<file path="src/core/cpu_seq_map.svh">
// How it works
// - prefetch in idle cycles, buffer only prefixes
// - prefetch enable sampled at instruction first fetch
// - second-byte trap: three flushes, acknowledge, pushes
// - second-byte trap pushes start address plus one
// - third-byte trap: read, two flushes, acknowledge, pushes
// - third-byte trap pushes start address plus two
// - non-maskable request latched from one edge
// - nmi: abort, acknowledge, two pushes, fixed entry
// - interrupt enable kept across non-maskable service
// - mode 0 decodes vector bits as restart
// - mode 1 enters fixed entry after pushes
// - mode 2 reads vector table then pushes
// - bus request examined at boundaries and at each halt or sleep cycle end
// - bus grant at least one cycle late
// - bus request blocks halt and sleep exit
// - halt holds until nmi or enabled interrupt
// - halt indicator at least two clocks wide
// - sleep ends on any interrupt or nmi
// - disabled sleep resumes on request rising edge
// - first-cycle marker opens transactions, never in halt
// - at most one transaction indicator at once
`ifndef CPU_SEQ_MAP_SVH
`define CPU_SEQ_MAP_SVH

`define NMI_ENTRY   16'h0066
`define MODE1_ENTRY 16'h0038
`define TRAP_ENTRY  16'h0000
`define PFX_CB      8'hcb
`define PFX_DD      8'hdd
`define PFX_ED      8'hed
`define PFX_FD      8'hfd
`define TRAP2_FLUSH 2'h3
`define TRAP3_FLUSH 2'h2
`define FLUSH_LAST  2'h1
`define IM_MODE0    2'h0
`define IM_MODE1    2'h1
`define IM_MODE2    2'h2
`define ONE16       16'h0001
`define TWO16       16'h0002
`define VEC_ODD     8'h01
`define RST_ADDR(v) {10'h000, v[5:3], 3'h0}
`define SEQ_RESET   '0

`endif

</file>
<file path="src/core/cpu_seq_pkg.sv">
package cpu_seq_pkg;

   typedef enum logic [3:0] {
      S_RUN      = 4'h0,
      S_PREF     = 4'h1,
      S_XREAD    = 4'h2,
      S_FLUSH    = 4'h3,
      S_ABORT    = 4'h4,
      S_IACK     = 4'h5,
      S_CALC     = 4'h6,
      S_TBL_LO   = 4'h7,
      S_TBL_HI   = 4'h8,
      S_PUSH_HI  = 4'h9,
      S_PUSH_LO  = 4'ha,
      S_FETCH    = 4'hb,
      S_HALT     = 4'hc,
      S_SLEEP    = 4'hd,
      S_DMA_WAIT = 4'he,
      S_DMA      = 4'hf
   } seq_state_e;

   typedef enum logic [2:0] {
      C_TRAP  = 3'h0,
      C_NMI   = 3'h1,
      C_MODE0 = 3'h2,
      C_MODE1 = 3'h3,
      C_MODE2 = 3'h4
   } cause_e;

   typedef struct packed {
      logic nmi;
      logic mreq0;
      logic mreq1;
      logic mreq2;
      logic dma;
      logic pf_en;
   } pin_req_s;

   typedef struct packed {
      logic        boundary;
      logic        calc_cycle;
      logic        halt_exec;
      logic        sleep_exec;
      logic        trap2;
      logic        trap3;
      logic        trap_clr;
      logic        pfx_take;
      logic        ie;
      logic        internal_irq;
      logic [1:0]  int_mode;
      logic [7:0]  i_reg;
      logic [15:0] sp;
      logic [15:0] next_pc;
      logic [15:0] start_pc;
      logic [15:0] idx_addr;
   } core_evt_s;

   typedef struct packed {
      logic first_cycle_marker;
      logic mem_tran;
      logic mem_rd;
      logic mem_wr;
      logic iack_tran;
      logic nmiack_tran;
      logic halt_tran;
      logic sleep_tran;
      logic ivec_rd;
   } bus_s;

   typedef struct packed {
      seq_state_e  state;
      logic        ph;
      seq_state_e  ret;
      cause_e      cause;
      logic [1:0]  cnt;
      logic [15:0] push;
      logic [7:0]  vec;
      logic [7:0]  tbl_lo;
      logic [15:0] target;
      logic        ie_entry;
      logic        nmi_pend;
      logic        mreq_prev;
      logic        rise_seen;
   } seq_s;

endpackage : cpu_seq_pkg

</file>
<file path="src/core/pin_sync.sv">
`timescale 1ns/1ns
`default_nettype none
`include "cpu_seq_map.svh"

module pin_sync
   import cpu_seq_pkg::*;
(
   // clock and reset
   input  wire logic     core_clk,
   input  wire logic     reset,
   // raw pins and synchronised copy
   input  wire pin_req_s raw,
   output var  pin_req_s sync_ff
);

   pin_req_s meta_ff;
   pin_req_s nxt_meta;
   pin_req_s nxt_sync;

   always_comb begin
      nxt_meta = raw;
      nxt_sync = meta_ff;
   end

   always_ff @(posedge core_clk) begin
      if (reset) begin
         meta_ff <= `SEQ_RESET;
         sync_ff <= `SEQ_RESET;
      end else begin
         meta_ff <= nxt_meta;
         sync_ff <= nxt_sync;
      end
   end

endmodule : pin_sync

`default_nettype wire

</file>
<file path="src/core/cpu_interrupt_halt_sequencer.sv">
`timescale 1ns/1ns
`default_nettype none
`include "cpu_seq_map.svh"

module cpu_interrupt_halt_sequencer
   import cpu_seq_pkg::*;
(
   // clock and reset
   input  wire logic        core_clk,
   input  wire logic        reset,
   // request pins
   input  wire logic        nmi_req,
   input  wire logic        maskable_request_zero,
   input  wire logic        maskable_request_one,
   input  wire logic        maskable_request_two,
   input  wire logic        dma_req,
   input  wire logic        en_prefetch,
   // read data
   input  wire logic [7:0]  mem_data_in,
   input  wire logic [7:0]  ivec_data_in,
   // instruction core
   input  wire core_evt_s   core_evt,
   // bus transaction
   output var  bus_s        bus_ff,
   output logic [15:0]      mem_addr_ff,
   output logic [7:0]       mem_dout_ff,
   output logic             dma_ack_ff,
   // results to the core
   output logic             jump_valid_ff,
   output logic [15:0]      jump_addr_ff,
   output logic             resume_ff,
   output logic             svc_start_ff,
   output logic             ie_saved_ff,
   output logic             pf_en_ff,
   output logic             pfx_valid_ff,
   output logic [7:0]       pfx_byte_ff,
   output logic [1:0]       trap_info_ff
);

   ////////////////////////////////////////////////////////////////////////////
   pin_req_s raw_pins;
   pin_req_s sy;

   assign raw_pins = '{nmi: nmi_req, mreq0: maskable_request_zero,
                       mreq1: maskable_request_one, mreq2: maskable_request_two,
                       dma: dma_req, pf_en: en_prefetch};

   pin_sync u_sync (
      .core_clk (core_clk),
      .reset    (reset),
      .raw      (raw_pins),
      .sync_ff  (sy)
   );

   ////////////////////////////////////////////////////////////////////////////
   seq_s        sq_ff;
   seq_s        nxt_sq;
   bus_s        nxt_bus;
   logic [15:0] nxt_addr;
   logic [7:0]  nxt_dout;
   logic        nxt_jump;
   logic [15:0] nxt_jump_addr;
   logic        nxt_resume;
   logic        nxt_svc;
   logic        nxt_ie_saved;
   logic        nxt_pf_en;
   logic        nxt_pfx_valid;
   logic [7:0]  nxt_pfx_byte;
   logic [1:0]  nxt_trap;
   logic        int_src;
   logic        mc_end;
   logic        go_nmi;
   logic        go_int;
   logic        sleep_ctx;
   logic        is_pfx;
   cause_e      int_cause;

   // mode 2 accepts any of the three requests, modes 0 and 1 only the first
   assign int_src = core_evt.internal_irq |
                    ((core_evt.int_mode == `IM_MODE2) ?
                     (sy.mreq0 | sy.mreq1 | sy.mreq2) : sy.mreq0);
   assign int_cause = (core_evt.int_mode == `IM_MODE0) ? C_MODE0 :
                      (core_evt.int_mode == `IM_MODE1) ? C_MODE1 : C_MODE2;
   assign mc_end = sq_ff.ph;
   assign sleep_ctx = (sq_ff.state == S_SLEEP) |
                      (((sq_ff.state == S_DMA_WAIT) | (sq_ff.state == S_DMA)) &
                       (sq_ff.ret == S_SLEEP));
   assign is_pfx = (mem_data_in == `PFX_CB) | (mem_data_in == `PFX_DD) |
                   (mem_data_in == `PFX_ED) | (mem_data_in == `PFX_FD);

   ////////////////////////////////////////////////////////////////////////////
   // sequencer next state
   always_comb begin
      nxt_sq = sq_ff;
      nxt_sq.ph = (sq_ff.state == S_RUN) ? 1'b0 : ~sq_ff.ph;
      nxt_sq.mreq_prev = int_src;
      nxt_sq.rise_seen = sleep_ctx & (sq_ff.rise_seen | (int_src & ~sq_ff.mreq_prev));
      nxt_jump = 1'b0;
      nxt_jump_addr = jump_addr_ff;
      nxt_resume = 1'b0;
      nxt_svc = 1'b0;
      nxt_ie_saved = ie_saved_ff;
      nxt_pf_en = pf_en_ff;
      nxt_pfx_valid = pfx_valid_ff & ~core_evt.pfx_take;
      nxt_pfx_byte = pfx_byte_ff;
      nxt_trap = trap_info_ff & ~{2{core_evt.trap_clr}};
      go_nmi = 1'b0;
      go_int = 1'b0;
      unique case (sq_ff.state)
         S_RUN: begin
            if (core_evt.trap2 | core_evt.trap3) begin
               nxt_sq.cause = C_TRAP;
               if (core_evt.trap3) begin
                  nxt_sq.push = core_evt.start_pc + `TWO16;
                  nxt_sq.cnt = `TRAP3_FLUSH;
                  nxt_sq.state = S_XREAD;
               end else begin
                  nxt_sq.push = core_evt.start_pc + `ONE16;
                  nxt_sq.cnt = `TRAP2_FLUSH;
                  nxt_sq.state = S_FLUSH;
               end
               nxt_trap = {core_evt.trap3, ~core_evt.trap3};
            end else if (core_evt.boundary) begin
               nxt_pf_en = sy.pf_en;
               if (sy.dma) begin
                  nxt_sq.ret = S_RUN;
                  nxt_sq.state = S_DMA_WAIT;
               end else if (sq_ff.nmi_pend) begin
                  go_nmi = 1'b1;
               end else if (int_src & core_evt.ie) begin
                  go_int = 1'b1;
               end else if (core_evt.halt_exec) begin
                  nxt_sq.ie_entry = core_evt.ie;
                  nxt_sq.state = S_HALT;
               end else if (core_evt.sleep_exec) begin
                  nxt_sq.ie_entry = core_evt.ie;
                  nxt_sq.state = S_SLEEP;
               end
            end else if (core_evt.calc_cycle & pf_en_ff & ~pfx_valid_ff) begin
               nxt_sq.state = S_PREF;
            end
         end
         S_PREF: begin
            if (mc_end) begin
               if (is_pfx) begin
                  nxt_pfx_valid = 1'b1;
                  nxt_pfx_byte = mem_data_in;
               end
               nxt_sq.state = S_RUN;
            end
         end
         S_XREAD: begin
            if (mc_end) nxt_sq.state = S_FLUSH;
         end
         S_FLUSH: begin
            if (mc_end) begin
               nxt_sq.cnt = sq_ff.cnt - `FLUSH_LAST;
               if (sq_ff.cnt == `FLUSH_LAST) nxt_sq.state = S_IACK;
            end
         end
         S_ABORT: begin
            if (mc_end) nxt_sq.state = S_IACK;
         end
         S_IACK: begin
            if (mc_end) begin
               nxt_sq.vec = ivec_data_in;
               unique case (sq_ff.cause)
                  C_TRAP:  nxt_sq.target = `TRAP_ENTRY;
                  C_NMI:   nxt_sq.target = `NMI_ENTRY;
                  C_MODE0: nxt_sq.target = `RST_ADDR(ivec_data_in);
                  C_MODE1: nxt_sq.target = `MODE1_ENTRY;
                  C_MODE2: nxt_sq.target = sq_ff.target;
               endcase
               nxt_sq.state = (sq_ff.cause == C_MODE2) ? S_CALC : S_PUSH_HI;
            end
         end
         S_CALC: begin
            if (mc_end) nxt_sq.state = S_TBL_LO;
         end
         S_TBL_LO: begin
            if (mc_end) begin
               nxt_sq.tbl_lo = mem_data_in;
               nxt_sq.state = S_TBL_HI;
            end
         end
         S_TBL_HI: begin
            if (mc_end) begin
               nxt_sq.target = {mem_data_in, sq_ff.tbl_lo};
               nxt_sq.state = S_PUSH_HI;
            end
         end
         S_PUSH_HI: begin
            if (mc_end) nxt_sq.state = S_PUSH_LO;
         end
         S_PUSH_LO: begin
            if (mc_end) nxt_sq.state = S_FETCH;
         end
         S_FETCH: begin
            if (mc_end) begin
               nxt_jump = 1'b1;
               nxt_jump_addr = sq_ff.target;
               nxt_sq.state = S_RUN;
            end
         end
         S_HALT: begin
            if (mc_end) begin
               if (sy.dma) begin
                  nxt_sq.ret = S_HALT;
                  nxt_sq.state = S_DMA_WAIT;
               end else if (sq_ff.nmi_pend) begin
                  go_nmi = 1'b1;
               end else if (int_src & sq_ff.ie_entry) begin
                  go_int = 1'b1;
               end
            end
         end
         S_SLEEP: begin
            if (mc_end) begin
               if (sy.dma) begin
                  nxt_sq.ret = S_SLEEP;
                  nxt_sq.state = S_DMA_WAIT;
               end else if (sq_ff.nmi_pend) begin
                  go_nmi = 1'b1;
               end else if (int_src & sq_ff.ie_entry) begin
                  go_int = 1'b1;
               end else if (sq_ff.rise_seen | (int_src & ~sq_ff.mreq_prev)) begin
                  nxt_resume = 1'b1;
                  nxt_sq.state = S_RUN;
               end
            end
         end
         S_DMA_WAIT: begin
            if (mc_end) nxt_sq.state = S_DMA;
         end
         S_DMA: begin
            if (mc_end & ~sy.dma) nxt_sq.state = sq_ff.ret;
         end
      endcase
      if (go_nmi) begin
         nxt_sq.cause = C_NMI;
         nxt_ie_saved = core_evt.ie;
      end else if (go_int) begin
         nxt_sq.cause = int_cause;
      end
      if (go_nmi | go_int) begin
         nxt_svc = 1'b1;
         nxt_sq.push = core_evt.next_pc;
         nxt_sq.state = S_ABORT;
      end
      // a request still sampled high wins over the acknowledge that clears the latch
      nxt_sq.nmi_pend = (sq_ff.nmi_pend &
                         ~((sq_ff.state == S_IACK) & (sq_ff.cause == C_NMI))) |
                        sy.nmi;
   end

   ////////////////////////////////////////////////////////////////////////////
   // bus transaction for the coming clock
   always_comb begin
      nxt_bus = '0;
      nxt_addr = mem_addr_ff;
      nxt_dout = mem_dout_ff;
      unique case (nxt_sq.state)
         S_RUN, S_FLUSH, S_CALC, S_DMA_WAIT, S_DMA: begin
            nxt_bus.halt_tran = (nxt_sq.state != S_RUN) & (nxt_sq.ret == S_HALT) &
                                ((nxt_sq.state == S_DMA_WAIT) | (nxt_sq.state == S_DMA));
            nxt_bus.sleep_tran = (nxt_sq.state != S_RUN) & (nxt_sq.ret == S_SLEEP) &
                                 ((nxt_sq.state == S_DMA_WAIT) | (nxt_sq.state == S_DMA));
         end
         S_PREF: begin
            nxt_bus.mem_tran = 1'b1;
            nxt_bus.mem_rd = nxt_sq.ph;
            nxt_addr = core_evt.next_pc;
         end
         S_XREAD: begin
            nxt_bus.mem_tran = 1'b1;
            nxt_bus.mem_rd = nxt_sq.ph;
            nxt_addr = core_evt.idx_addr;
         end
         S_ABORT: begin
            nxt_bus.mem_tran = 1'b1;
            nxt_addr = nxt_sq.push;
         end
         S_IACK: begin
            nxt_bus.nmiack_tran = (nxt_sq.cause == C_NMI);
            nxt_bus.iack_tran = (nxt_sq.cause != C_NMI);
            nxt_bus.ivec_rd = nxt_sq.ph;
         end
         S_TBL_LO: begin
            nxt_bus.mem_tran = 1'b1;
            nxt_bus.mem_rd = nxt_sq.ph;
            nxt_addr = {core_evt.i_reg, sq_ff.vec};
         end
         S_TBL_HI: begin
            nxt_bus.mem_tran = 1'b1;
            nxt_bus.mem_rd = nxt_sq.ph;
            nxt_addr = {core_evt.i_reg, sq_ff.vec | `VEC_ODD};
         end
         S_PUSH_HI: begin
            nxt_bus.mem_tran = 1'b1;
            nxt_bus.mem_wr = nxt_sq.ph;
            nxt_addr = core_evt.sp - `ONE16;
            nxt_dout = sq_ff.push[15:8];
         end
         S_PUSH_LO: begin
            nxt_bus.mem_tran = 1'b1;
            nxt_bus.mem_wr = nxt_sq.ph;
            nxt_addr = core_evt.sp - `TWO16;
            nxt_dout = sq_ff.push[7:0];
         end
         S_FETCH: begin
            nxt_bus.mem_tran = 1'b1;
            nxt_bus.mem_rd = nxt_sq.ph;
            nxt_addr = sq_ff.target;
         end
         S_HALT: nxt_bus.halt_tran = 1'b1;
         S_SLEEP: nxt_bus.sleep_tran = 1'b1;
      endcase
      nxt_bus.first_cycle_marker = ~nxt_sq.ph &
         (nxt_bus.mem_tran | nxt_bus.iack_tran | nxt_bus.nmiack_tran);
   end

   ////////////////////////////////////////////////////////////////////////////
   always_ff @(posedge core_clk) begin
      if (reset) begin
         sq_ff         <= `SEQ_RESET;
         bus_ff        <= '0;
         mem_addr_ff   <= '0;
         mem_dout_ff   <= '0;
         dma_ack_ff    <= 1'b0;
         jump_valid_ff <= 1'b0;
         jump_addr_ff  <= '0;
         resume_ff     <= 1'b0;
         svc_start_ff  <= 1'b0;
         ie_saved_ff   <= 1'b0;
         pf_en_ff      <= 1'b0;
         pfx_valid_ff  <= 1'b0;
         pfx_byte_ff   <= '0;
         trap_info_ff  <= '0;
      end else begin
         sq_ff         <= nxt_sq;
         bus_ff        <= nxt_bus;
         mem_addr_ff   <= nxt_addr;
         mem_dout_ff   <= nxt_dout;
         dma_ack_ff    <= (nxt_sq.state == S_DMA);
         jump_valid_ff <= nxt_jump;
         jump_addr_ff  <= nxt_jump_addr;
         resume_ff     <= nxt_resume;
         svc_start_ff  <= nxt_svc;
         ie_saved_ff   <= nxt_ie_saved;
         pf_en_ff      <= nxt_pf_en;
         pfx_valid_ff  <= nxt_pfx_valid;
         pfx_byte_ff   <= nxt_pfx_byte;
         trap_info_ff  <= nxt_trap;
      end
   end
endmodule : cpu_interrupt_halt_sequencer

`default_nettype wire

</file>
<file path="config.mk">
export PLATFORM = sky130hd
export DESIGN_NAME = cpu_interrupt_halt_sequencer
export DESIGN_NICKNAME = d
export VERILOG_FILES = /design/src/core/cpu_seq_pkg.sv /design/src/core/pin_sync.sv /design/src/core/cpu_interrupt_halt_sequencer.sv
export VERILOG_INCLUDE_DIRS = /design/src /design/src/core
export SDC_FILE = /design/constraint.sdc
export NUM_CORES = 1
export LEC_CHECK = 0
export ABC_AREA = 1
export ABC_CLOCK_PERIOD_IN_PS = 2900
export BUFFER_PORTS_ARGS = -buffer_cell sky130_fd_sc_hd__buf_2
export CORE_UTILIZATION = 26
export CTS_CLUSTER_DIAMETER = 60
export DETAILED_ROUTE_END_ITERATION = 7
export MAX_ROUTING_LAYER = met4
export PLACE_DENSITY = 0.41
export SETUP_SLACK_MARGIN = 0.15
export SLEW_MARGIN = 15
export SYNTH_ARGS = -nofsm -noshare
export SYNTH_HDL_FRONTEND = slang
export SYNTH_SLANG_ARGS = --single-unit
</file>
<file path="constraint.sdc">
create_clock -name core_clk -period 2.9 [get_ports core_clk]
set_clock_uncertainty 0.2 [all_clocks]
set_input_delay 0 -clock core_clk [delete_from_list [all_inputs] [get_ports core_clk]]
set_output_delay 0 -clock core_clk [all_outputs]
set_load 0.02 [all_outputs]
</file>
Word-level counts from Yosys, hierarchy flattened

Index checks and enable logic that the tools add are counted.

Bits in registers: 144
Input port bits: 108
Output and inout port bits: 66
Word-level logic and storage cells: 269

Equality and inequality tests: 51
Muxes and demuxes: 89
Add/subtract/negate cells: 5
Reduce and logical (&&, ||, !) cells: 29
Bitwise operators: 49

Operators with widths:

| operator                                                              | number |
|---|---|
| 4-bit two-way mux                                                     | 37 |
| 16-bit case mux with 8 select lines                                   | 1 |
| 4-bit == test (second input constant)                                 | 19 |
| 16-bit two-way mux                                                    | 4 |
| 16-bit case mux with 4 select lines                                   | 1 |
| 4-bit case mux with 15 select lines                                   | 1 |
| 4-bit by 3-bit == test with 1-bit output (second input constant)      | 8 |
| 8-bit == test (second input constant)                                 | 4 |
| 16-bit case mux with 2 select lines                                   | 1 |
| 1-bit two-way mux                                                     | 26 |
| 21-bit two-way mux                                                    | 1 |
| 17-bit two-way mux                                                    | 1 |
| 16-bit by 1-bit adder with 16-bit output (second input constant)      | 1 |
| 16-bit by 2-bit adder with 16-bit output (second input constant)      | 1 |
| 1-bit AND                                                             | 16 |
| 4-bit by 2-bit == test with 1-bit output (second input constant)      | 4 |
| 1-bit inverter                                                        | 16 |
| 8-bit case mux with 2 select lines                                    | 1 |
| 16-bit by 1-bit subtractor with 16-bit output (second input constant) | 1 |
| 16-bit by 2-bit subtractor with 16-bit output (second input constant) | 1 |
| 3-bit two-way mux                                                     | 5 |
| 1-bit OR                                                              | 15 |
| 2-bit OR reduction                                                    | 7 |
| 4-bit case mux with 3 select lines                                    | 1 |
| other kinds (28)                                                      | 50 |

Depth between registers and ports, before layout

Word-level depth: 19
Mapped depth: 21
Mapped depth without buffers: 20

Modules after synthesis

A second synthesis with hierarchy kept.

Cells, all modules: 1,270
Area, all modules: 8,076.5 µm²

By module, submodules not included:

| module                       | instances | seq. area each (µm²) | area each (µm²) | cells an instance |
|---|---|---|---|---|
| cpu_interrupt_halt_sequencer | 1         | 2,642.5              | 7,734.9         | 1,233 |
| pin_sync                     | 1         | 240.2                | 341.6           | 37 |

Worst setup path after synthesis

OpenSTA, ideal clock, no wires.

Path kind: register -> register
Start: reg sq_ff[63] in the netlist's numbering
End: reg mem_addr_ff[0]
Slack: 0.354 ns
Arrival: 2.218 ns
Stages on the path, launching flop included: 18
Data required time: 2.572 ns
Period minus slack after synthesis: 2.546 ns
Buffers on the path: 3
Setup time: 0.128 ns
Cell sequence: dfxtp_1 buf_2 nor2_1 nand2_2 inv_2 a21oi_4 nand3_2 nor2_1 nand2_1 nor2_4 buf_6 nand3b_4 buf_6 nor2_1 nor3_1 nand2_1 nor2_1 nor2_1

Longest elaborated chain between the ends: 11
Elaborated cells on any way between the ends: 63
Those cells by class: eq/ne (23); mux (35); bitwise (1); reduce/logical (4)

RTL lines:

| item                                                                             | RTL line                            | source |
|---|---|---|
| start: declaration                                                               | cpu_interrupt_halt_sequencer.sv:56  | `seq_s sq_ff;` |
| start signal: assignment                                                         | cpu_interrupt_halt_sequencer.sv:325 | `` sq_ff <= `SEQ_RESET; `` |
| start signal: assignment                                                         | cpu_interrupt_halt_sequencer.sv:340 | `sq_ff <= nxt_sq;` |
| 4-bit two-way mux                                                                | cpu_interrupt_halt_sequencer.sv:135 | `end else if (core_evt.sleep_exec) begin` |
| 4-bit two-way mux                                                                | cpu_interrupt_halt_sequencer.sv:132 | `end else if (core_evt.halt_exec) begin` |
| 4-bit two-way mux                                                                | cpu_interrupt_halt_sequencer.sv:130 | `end else if (int_src & core_evt.ie) begin` |
| 4-bit two-way mux                                                                | cpu_interrupt_halt_sequencer.sv:128 | `end else if (sq_ff.nmi_pend) begin` |
| 4-bit two-way mux                                                                | cpu_interrupt_halt_sequencer.sv:125 | `if (sy.dma) begin` |
| 4-bit two-way mux                                                                | cpu_interrupt_halt_sequencer.sv:123 | `end else if (core_evt.boundary) begin` |
| 4-bit two-way mux                                                                | cpu_interrupt_halt_sequencer.sv:111 | `if (core_evt.trap2 \| core_evt.trap3) begin` |
| 4-bit case mux with 15 select lines                                              | cpu_interrupt_halt_sequencer.sv:109 | `unique case (sq_ff.state)` |
| 4-bit two-way mux                                                                | cpu_interrupt_halt_sequencer.sv:245 | `if (go_nmi \| go_int) begin` |
| 4-bit == test (tied with other cells)                                            | cpu_interrupt_halt_sequencer.sv:262 | `unique case (nxt_sq.state)` |
| 16-bit case mux with 8 select lines / 8-bit nonzero test (equally long branches) | --                                  |  |
| end signal: assignment                                                           | cpu_interrupt_halt_sequencer.sv:342 | `mem_addr_ff <= nxt_addr;` |
| end: declaration                                                                 | cpu_interrupt_halt_sequencer.sv:25  | `output logic [15:0] mem_addr_ff,` |

Several ways; a longest one is shown, not always the timed one.
A chain may end at the register's enable or synchronous reset.

Worst setup path after layout

Start: reg sq_ff[65] in the netlist's numbering
End: reg mem_addr_ff[3]

Same word-level chain as after synthesis.

==> flow_summary.html <==
<table>
<tr><th>Metric</th><th>Value</th></tr>
<tr><th colspan="2">STA</th></tr>
<tr><td>Worst setup slack after layout</td><td>0.2123 ns</td></tr>
<tr><td>Setup-violating endpoint count in the final report</td><td>0</td></tr>
<tr><td>Slew margin rel.</td><td>51.73%</td></tr>
<tr><td>Final Hold Fails</td><td>0</td></tr>
<tr><td>Setup Total Neg Slack</td><td>0 ns</td></tr>
<tr><td>Unrepaired setup endpoints after global routing</td><td>yes</td></tr>
<tr><td>Period Utilization, post-route</td><td>92.68%</td></tr>
<tr><td>Final worst hold slack</td><td>0.03362 ns</td></tr>
<tr><td>Shortest clock period the worst path allows after layout</td><td>2.688 ns</td></tr>
<tr><td>Max-slew violation count</td><td>0</td></tr>
<tr><td>Max Fclk</td><td>372.1 MHz</td></tr>
<tr><td>Worst Max-Slew Pin Slew</td><td>0.7209 ns</td></tr>
<tr><th colspan="2">Place</th></tr>
<tr><td>Placed Cells incl. Taps</td><td>1,958</td></tr>
<tr><td>Setup slack at placement</td><td>-0.1983 ns</td></tr>
<tr><td>DPL Wire Length</td><td>26.59 mm</td></tr>
<tr><td>Routability congestion estimate</td><td>0.9320</td></tr>
<tr><td>Quantity of I/O buffers inserted on ports</td><td>173</td></tr>
<tr><td>Total cell area at the placement stage</td><td>10,280 um2</td></tr>
<tr><th colspan="2">Floorplan</th></tr>
<tr><td># rows</td><td>65</td></tr>
<tr><td>X dimension of the die</td><td>182.9 um</td></tr>
<tr><td>Initial cell density of the core</td><td>26.68%</td></tr>
<tr><td>Number of ports placed on the die boundary</td><td>174</td></tr>
<tr><td>Die height</td><td>182.9 um</td></tr>
<tr><td>Core outline area</td><td>31,880 um2</td></tr>
<tr><td>Area of the die</td><td>33,450 um2</td></tr>
<tr><th colspan="2">Worst setup path</th></tr>
<tr><td>Maximum fanout along the worst path</td><td>22</td></tr>
<tr><td>Crit path launch type</td><td>flip-flop</td></tr>
<tr><td>Minimum setup slack among reg-to-reg paths</td><td>0.21 ns</td></tr>
<tr><td>Type of the worst setup path</td><td>reg -&gt; reg</td></tr>
<tr><td>Worst-case reg-to-reg path depth</td><td>15</td></tr>
<tr><td>Capturing point of the worst reg2reg path</td><td>mem_addr_ff[3]$_SDFFE_PP0P_</td></tr>
<tr><td>Category of the worst setup path capture point</td><td>flip-flop</td></tr>
<tr><td>Required @ worst endpoint</td><td>3.00 ns</td></tr>
<tr><td>Launching point of the worst reg2reg path</td><td>sq_ff[65]$_SDFF_PP0_</td></tr>
<tr><td>Critical path data arrival time</td><td>2.79 ns</td></tr>
<tr><th colspan="2">Flow run</th></tr>
<tr><td>Total of max-cap violations</td><td>0</td></tr>
<tr><th colspan="2">Global route</th></tr>
<tr><td>Total global routing overflow</td><td>0</td></tr>
<tr><td>Initial antenna violation count</td><td>5</td></tr>
<tr><td>First-pass GRT wire length</td><td>52.99 mm</td></tr>
<tr><td>Number of global-route vias before repair</td><td>9,205</td></tr>
<tr><td>Largest net degree at the start of global routing</td><td>51</td></tr>
<tr><td>GRT Resource Usage Total</td><td>21.35%</td></tr>
<tr><th colspan="2">Logic synthesis</th></tr>
<tr><td>Main combinational cell family by area after synthesis</td><td>simple AND/OR/NAND/NOR gates</td></tr>
<tr><td>Post-Synth Adder-Cell Area</td><td>0.8825%</td></tr>
<tr><td>Count of distinct cell types in the synthesized netlist</td><td>44</td></tr>
<tr><td>Most area-consuming cells after synthesis</td><td>dfxtp_1 34%, nand2_1 13%, nor2_1 8.3%</td></tr>
<tr><td>Mux cell area share after synthesis</td><td>0.1177%</td></tr>
<tr><td>Synthesized-area fraction occupied by ao, oa, aoi and oai cells</td><td>13.44%</td></tr>
<tr><td>Number of flops mapped to enable cells by yosys</td><td>0</td></tr>
<tr><td>FF+latch count, synth</td><td>144</td></tr>
<tr><td>Warnings from Yosys</td><td>0</td></tr>
<tr><td>Combined area of all synthesized cells</td><td>8507 um2</td></tr>
<tr><td>Cell taking the most area after synthesis</td><td>dfxtp_1</td></tr>
<tr><td>Simple-Gate Fraction of Synth Area</td><td>37.20%</td></tr>
<tr><td>Fraction of synthesized cell area taken by the top area cell type</td><td>33.89%</td></tr>
<tr><td>Average instance area after synthesis</td><td>6.367 um2</td></tr>
<tr><td>Top flip-flop cell by instance count after synthesis</td><td>dfxtp_1</td></tr>
<tr><td>Net count after synthesis</td><td>1,450</td></tr>
<tr><td>Proportion of synthesized flip-flops having asynchronous set or reset</td><td>0%</td></tr>
<tr><td>Sequential element share of the synthesized area</td><td>33.89%</td></tr>
<tr><td>Parity-gate share of the synthesized area counting xor and xnor cells</td><td>3.295%</td></tr>
<tr><td>Mapped Cells</td><td>1,336</td></tr>
<tr><th colspan="2">Routing</th></tr>
<tr><td>Highest layer used for signal routing</td><td>met4</td></tr>
<tr><td>DR vias</td><td>9,756</td></tr>
<tr><td>Detailed-route vias per instance</td><td>4.630</td></tr>
<tr><td>Post-detailed-route wirelength per cell</td><td>16.86 um</td></tr>
<tr><td>Violation count after the first detailed-route iteration</td><td>695</td></tr>
<tr><td>Final wirelength</td><td>35.53 mm</td></tr>
<tr><td>Wire length on met3</td><td>1.585 mm</td></tr>
<tr><td>Routed met2 length</td><td>15.86 mm</td></tr>
<tr><td>DRT antenna net count</td><td>0</td></tr>
<tr><td>Met1 layer wirelength in the final routing</td><td>17.54 mm</td></tr>
<tr><td>Number of iterations in the first detailed-routing pass</td><td>5</td></tr>
<tr><td>Remaining routing DRC violations</td><td>0</td></tr>
<tr><th colspan="2">Min path</th></tr>
<tr><td>Startpoint of the tightest hold check path</td><td>core_evt[27]</td></tr>
<tr><td>Number of cells on the worst hold path</td><td>8</td></tr>
<tr><td>HP Class</td><td>in -&gt; reg</td></tr>
<tr><td>Worst-case hold path end point</td><td>sq_ff[47]$_SDFF_PP0_</td></tr>
<tr><th colspan="2">Pwr</th></tr>
<tr><td>Maximum resistive drop on vdd</td><td>650.0 uV</td></tr>
<tr><td>Clock Power Share</td><td>18.4%</td></tr>
<tr><td>Net load switching power</td><td>0.005852 W</td></tr>
<tr><td>Share of total power consumed by net switching</td><td>46.12%</td></tr>
<tr><td>Register share of total power</td><td>19.8%</td></tr>
<tr><td>PwrDens</td><td>1020 nW/um2</td></tr>
<tr><td>Share of total power in combinational logic</td><td>61.8%</td></tr>
<tr><td>Internal power consumption</td><td>0.006838 W</td></tr>
<tr><td>Pleak</td><td>5.821 nW</td></tr>
<tr><th colspan="2">Final layout</th></tr>
<tr><td>Area of all placed cells without fillers</td><td>12,440 um2</td></tr>
<tr><td>Final net count</td><td>1,768</td></tr>
<tr><td>Fraction of layout cells with a size suffix above 1</td><td>25.43%</td></tr>
<tr><td>Layout area overhead</td><td>46.24%</td></tr>
<tr><td>Final Non-Filler Cells</td><td>2,107</td></tr>
<tr><th colspan="2">Clocking</th></tr>
<tr><td>Number of H-tree branching levels</td><td>4</td></tr>
<tr><td>Number of clock sinks</td><td>144</td></tr>
<tr><td>Longest Clk Path Bufs</td><td>2</td></tr>
<tr><td>Clock edge transition at the registers on the reported setup and hold paths</td><td>0.07 ns</td></tr>
<tr><td>Clk Latency, worst-skew pair</td><td>0.44 ns</td></tr>
<tr><td>TritonCTS clock tree</td><td>built</td></tr>
<tr><td>Clock tree root driver cell</td><td>clkbuf_16</td></tr>
<tr><td>Inserted Clock Buffers</td><td>17</td></tr>
<tr><th colspan="2">Status</th></tr>
<tr><td>Outcome</td><td>finished, final reports clean</td></tr>
</table>
cell type report:
type	instances	area, um2
clock buffers	17	425.4
well taps	435	544.3
flip-flops and latches	144	2907
inverters	174	664.4
clock inverters	15	172.7
repair buffers	360	2765
diodes	5	12.51
fillers	3516	19440
multi-input cells	957	4950
per-layer routing:
layer	GRT usage [%]	up-vias
met3	3.257	31
li1	-	4985
met2	32.55	236
met4	5.133	0
met5	-	-
met1	29.47	4504
registers in the layout, indices dropped and copies added (netlist names):
register / flops
dma_ack_ff: 1
ie_saved_ff: 1
pf_en_ff: 1
jump_valid_ff: 1
mem_addr_ff: 16
u_sync.meta_ff: 6
pfx_byte_ff: 8
u_sync.sync_ff: 6
mem_dout_ff: 8
jump_addr_ff: 16
svc_start_ff: 1
sq_ff: 65
resume_ff: 1
bus_ff: 9
pfx_valid_ff: 1
trap_info_ff: 2
mc_end: 1
per-stage QoR:
step | util, % | total power, W
detailed placement | 32.24 | 0.008898
finish | 39.02 | 0.01269
floorplan | - | 0.006509
global route | 39.02 | 0.01354
global placement | 32.24 | 0.008948
CTS | 37.19 | 0.01166
kinds of logic after synthesis:
logic type                 Yosys count
AOI/OAI and AO/OA                  205
xor gates and xnor gates            32
adders and majority gates            6
buffers and inverters              235
DFF                                144
muxes                                1
and+or+nand+nor                    713
cell usage after synthesis (2+ instances only):
cell	instances
dfxtp_1	144
nand2_1	292
nor2_4	9
a21oi_1	95
nor3b_1	2
inv_4	2
ha_1	6
buf_4	4
or2_2	4
buf_2	27
o21a_1	6
clkbuf_1	27
nand3_2	2
o22ai_1	2
o21ai_0	65
xnor2_1	3
nor2_1	188
inv_1	162
nor4_1	6
o21ai_4	2
nand3b_1	2
nor2_2	5
nor3_1	24
buf_6	2
xor2_1	29
o211ai_1	13
nand2_2	8
o21ai_1	5
inv_2	9
a211oi_1	3
a31oi_1	9
nand4_1	54
nand3_1	114
worst max-delay path by stage:
stage	cells after the start	startpoint	end	slack, ns
after global routing	17	sq_ff[64]$_SDFF_PP0_	mem_dout_ff[0]$_SDFFE_PP0P_	0.07
after global placement	14	sq_ff[65]$_SDFF_PP0_	dma_ack_ff$_SDFF_PP0_	-0.25
final	15	sq_ff[65]$_SDFF_PP0_	mem_addr_ff[3]$_SDFFE_PP0P_	0.21
after floorplan	17	sq_ff[63]$_SDFF_PP0_	mem_addr_ff[0]$_SDFFE_PP0P_	0.35
after CTS	15	mc_end$_SDFF_PP0_	mem_addr_ff[0]$_SDFFE_PP0P_	0.15
after detailed placement	14	sq_ff[65]$_SDFF_PP0_	dma_ack_ff$_SDFF_PP0_	-0.20
worst max-delay path: stages, from the launching register on:
cell	delay, ns
dfxtp_4	0.40
nand2_4	0.10
nor2_4	0.20
nand4_1	0.25
nand3_4	0.20
nor2_2	0.07
nand2_2	0.10
nor2_4	0.08
buf_6	0.14
clkbuf_16	0.17
nand4_1	0.10
nand2_1	0.06
nor2_1	0.25
nand3_1	0.11
nand2_1	0.07
a21oi_1	0.05
cell usage in the layout (no fill, tap or decap), drive strengths merged, types with 3 or more instances in the layout:
cell         Yosys  layout
nand4           54      54
nor3b            3       3
inv            173     180
nor3            24      24
dlygate4sd3      0      86
a21oi           96      96
nand3          116     116
clkinvlp         0       3
nand3b           3       3
buf             34     270
diode            0       5
o211ai          13      13
nor4             6       6
xnor2            3       3
o21ai           73      73
clkinv           1       4
ha               6       6
nand2          300     300
or2              4       4
clkbuf          27      21
o21a             6       6
nor2           202     202
dfxtp          144     144
xor2            29      29
a31oi            9       9
a211oi           3       3
power groups by stage:
| stage | clock, W | sequential, W | combinational [W] |
|---|---|---|---|
| 3_5_place_dp | 0 | 0.00252 | 0.00638 |
| 6_report | 0.00234 | 0.00251 | 0.00784 |
| 3_3_place_gp | 0 | 0.00252 | 0.00642 |
| 2_1_floorplan | 0 | 0.00256 | 0.00394 |
| 5_1_grt | 0.00247 | 0.00254 | 0.00854 |
| 4_1_cts | 0.00240 | 0.00248 | 0.00678 |
repair_timing:
action	4_1_cts	5_1_grt
pin swaps	3	19
gates resized for setup	19	108
gates cloned	0	5
buffers inserted	4	17
hold endpoints to repair	93	0
hold buffers	86	0
endpoints found under the setup margin	33	43
No activity file was read; power rests on OpenSTA's default activity.
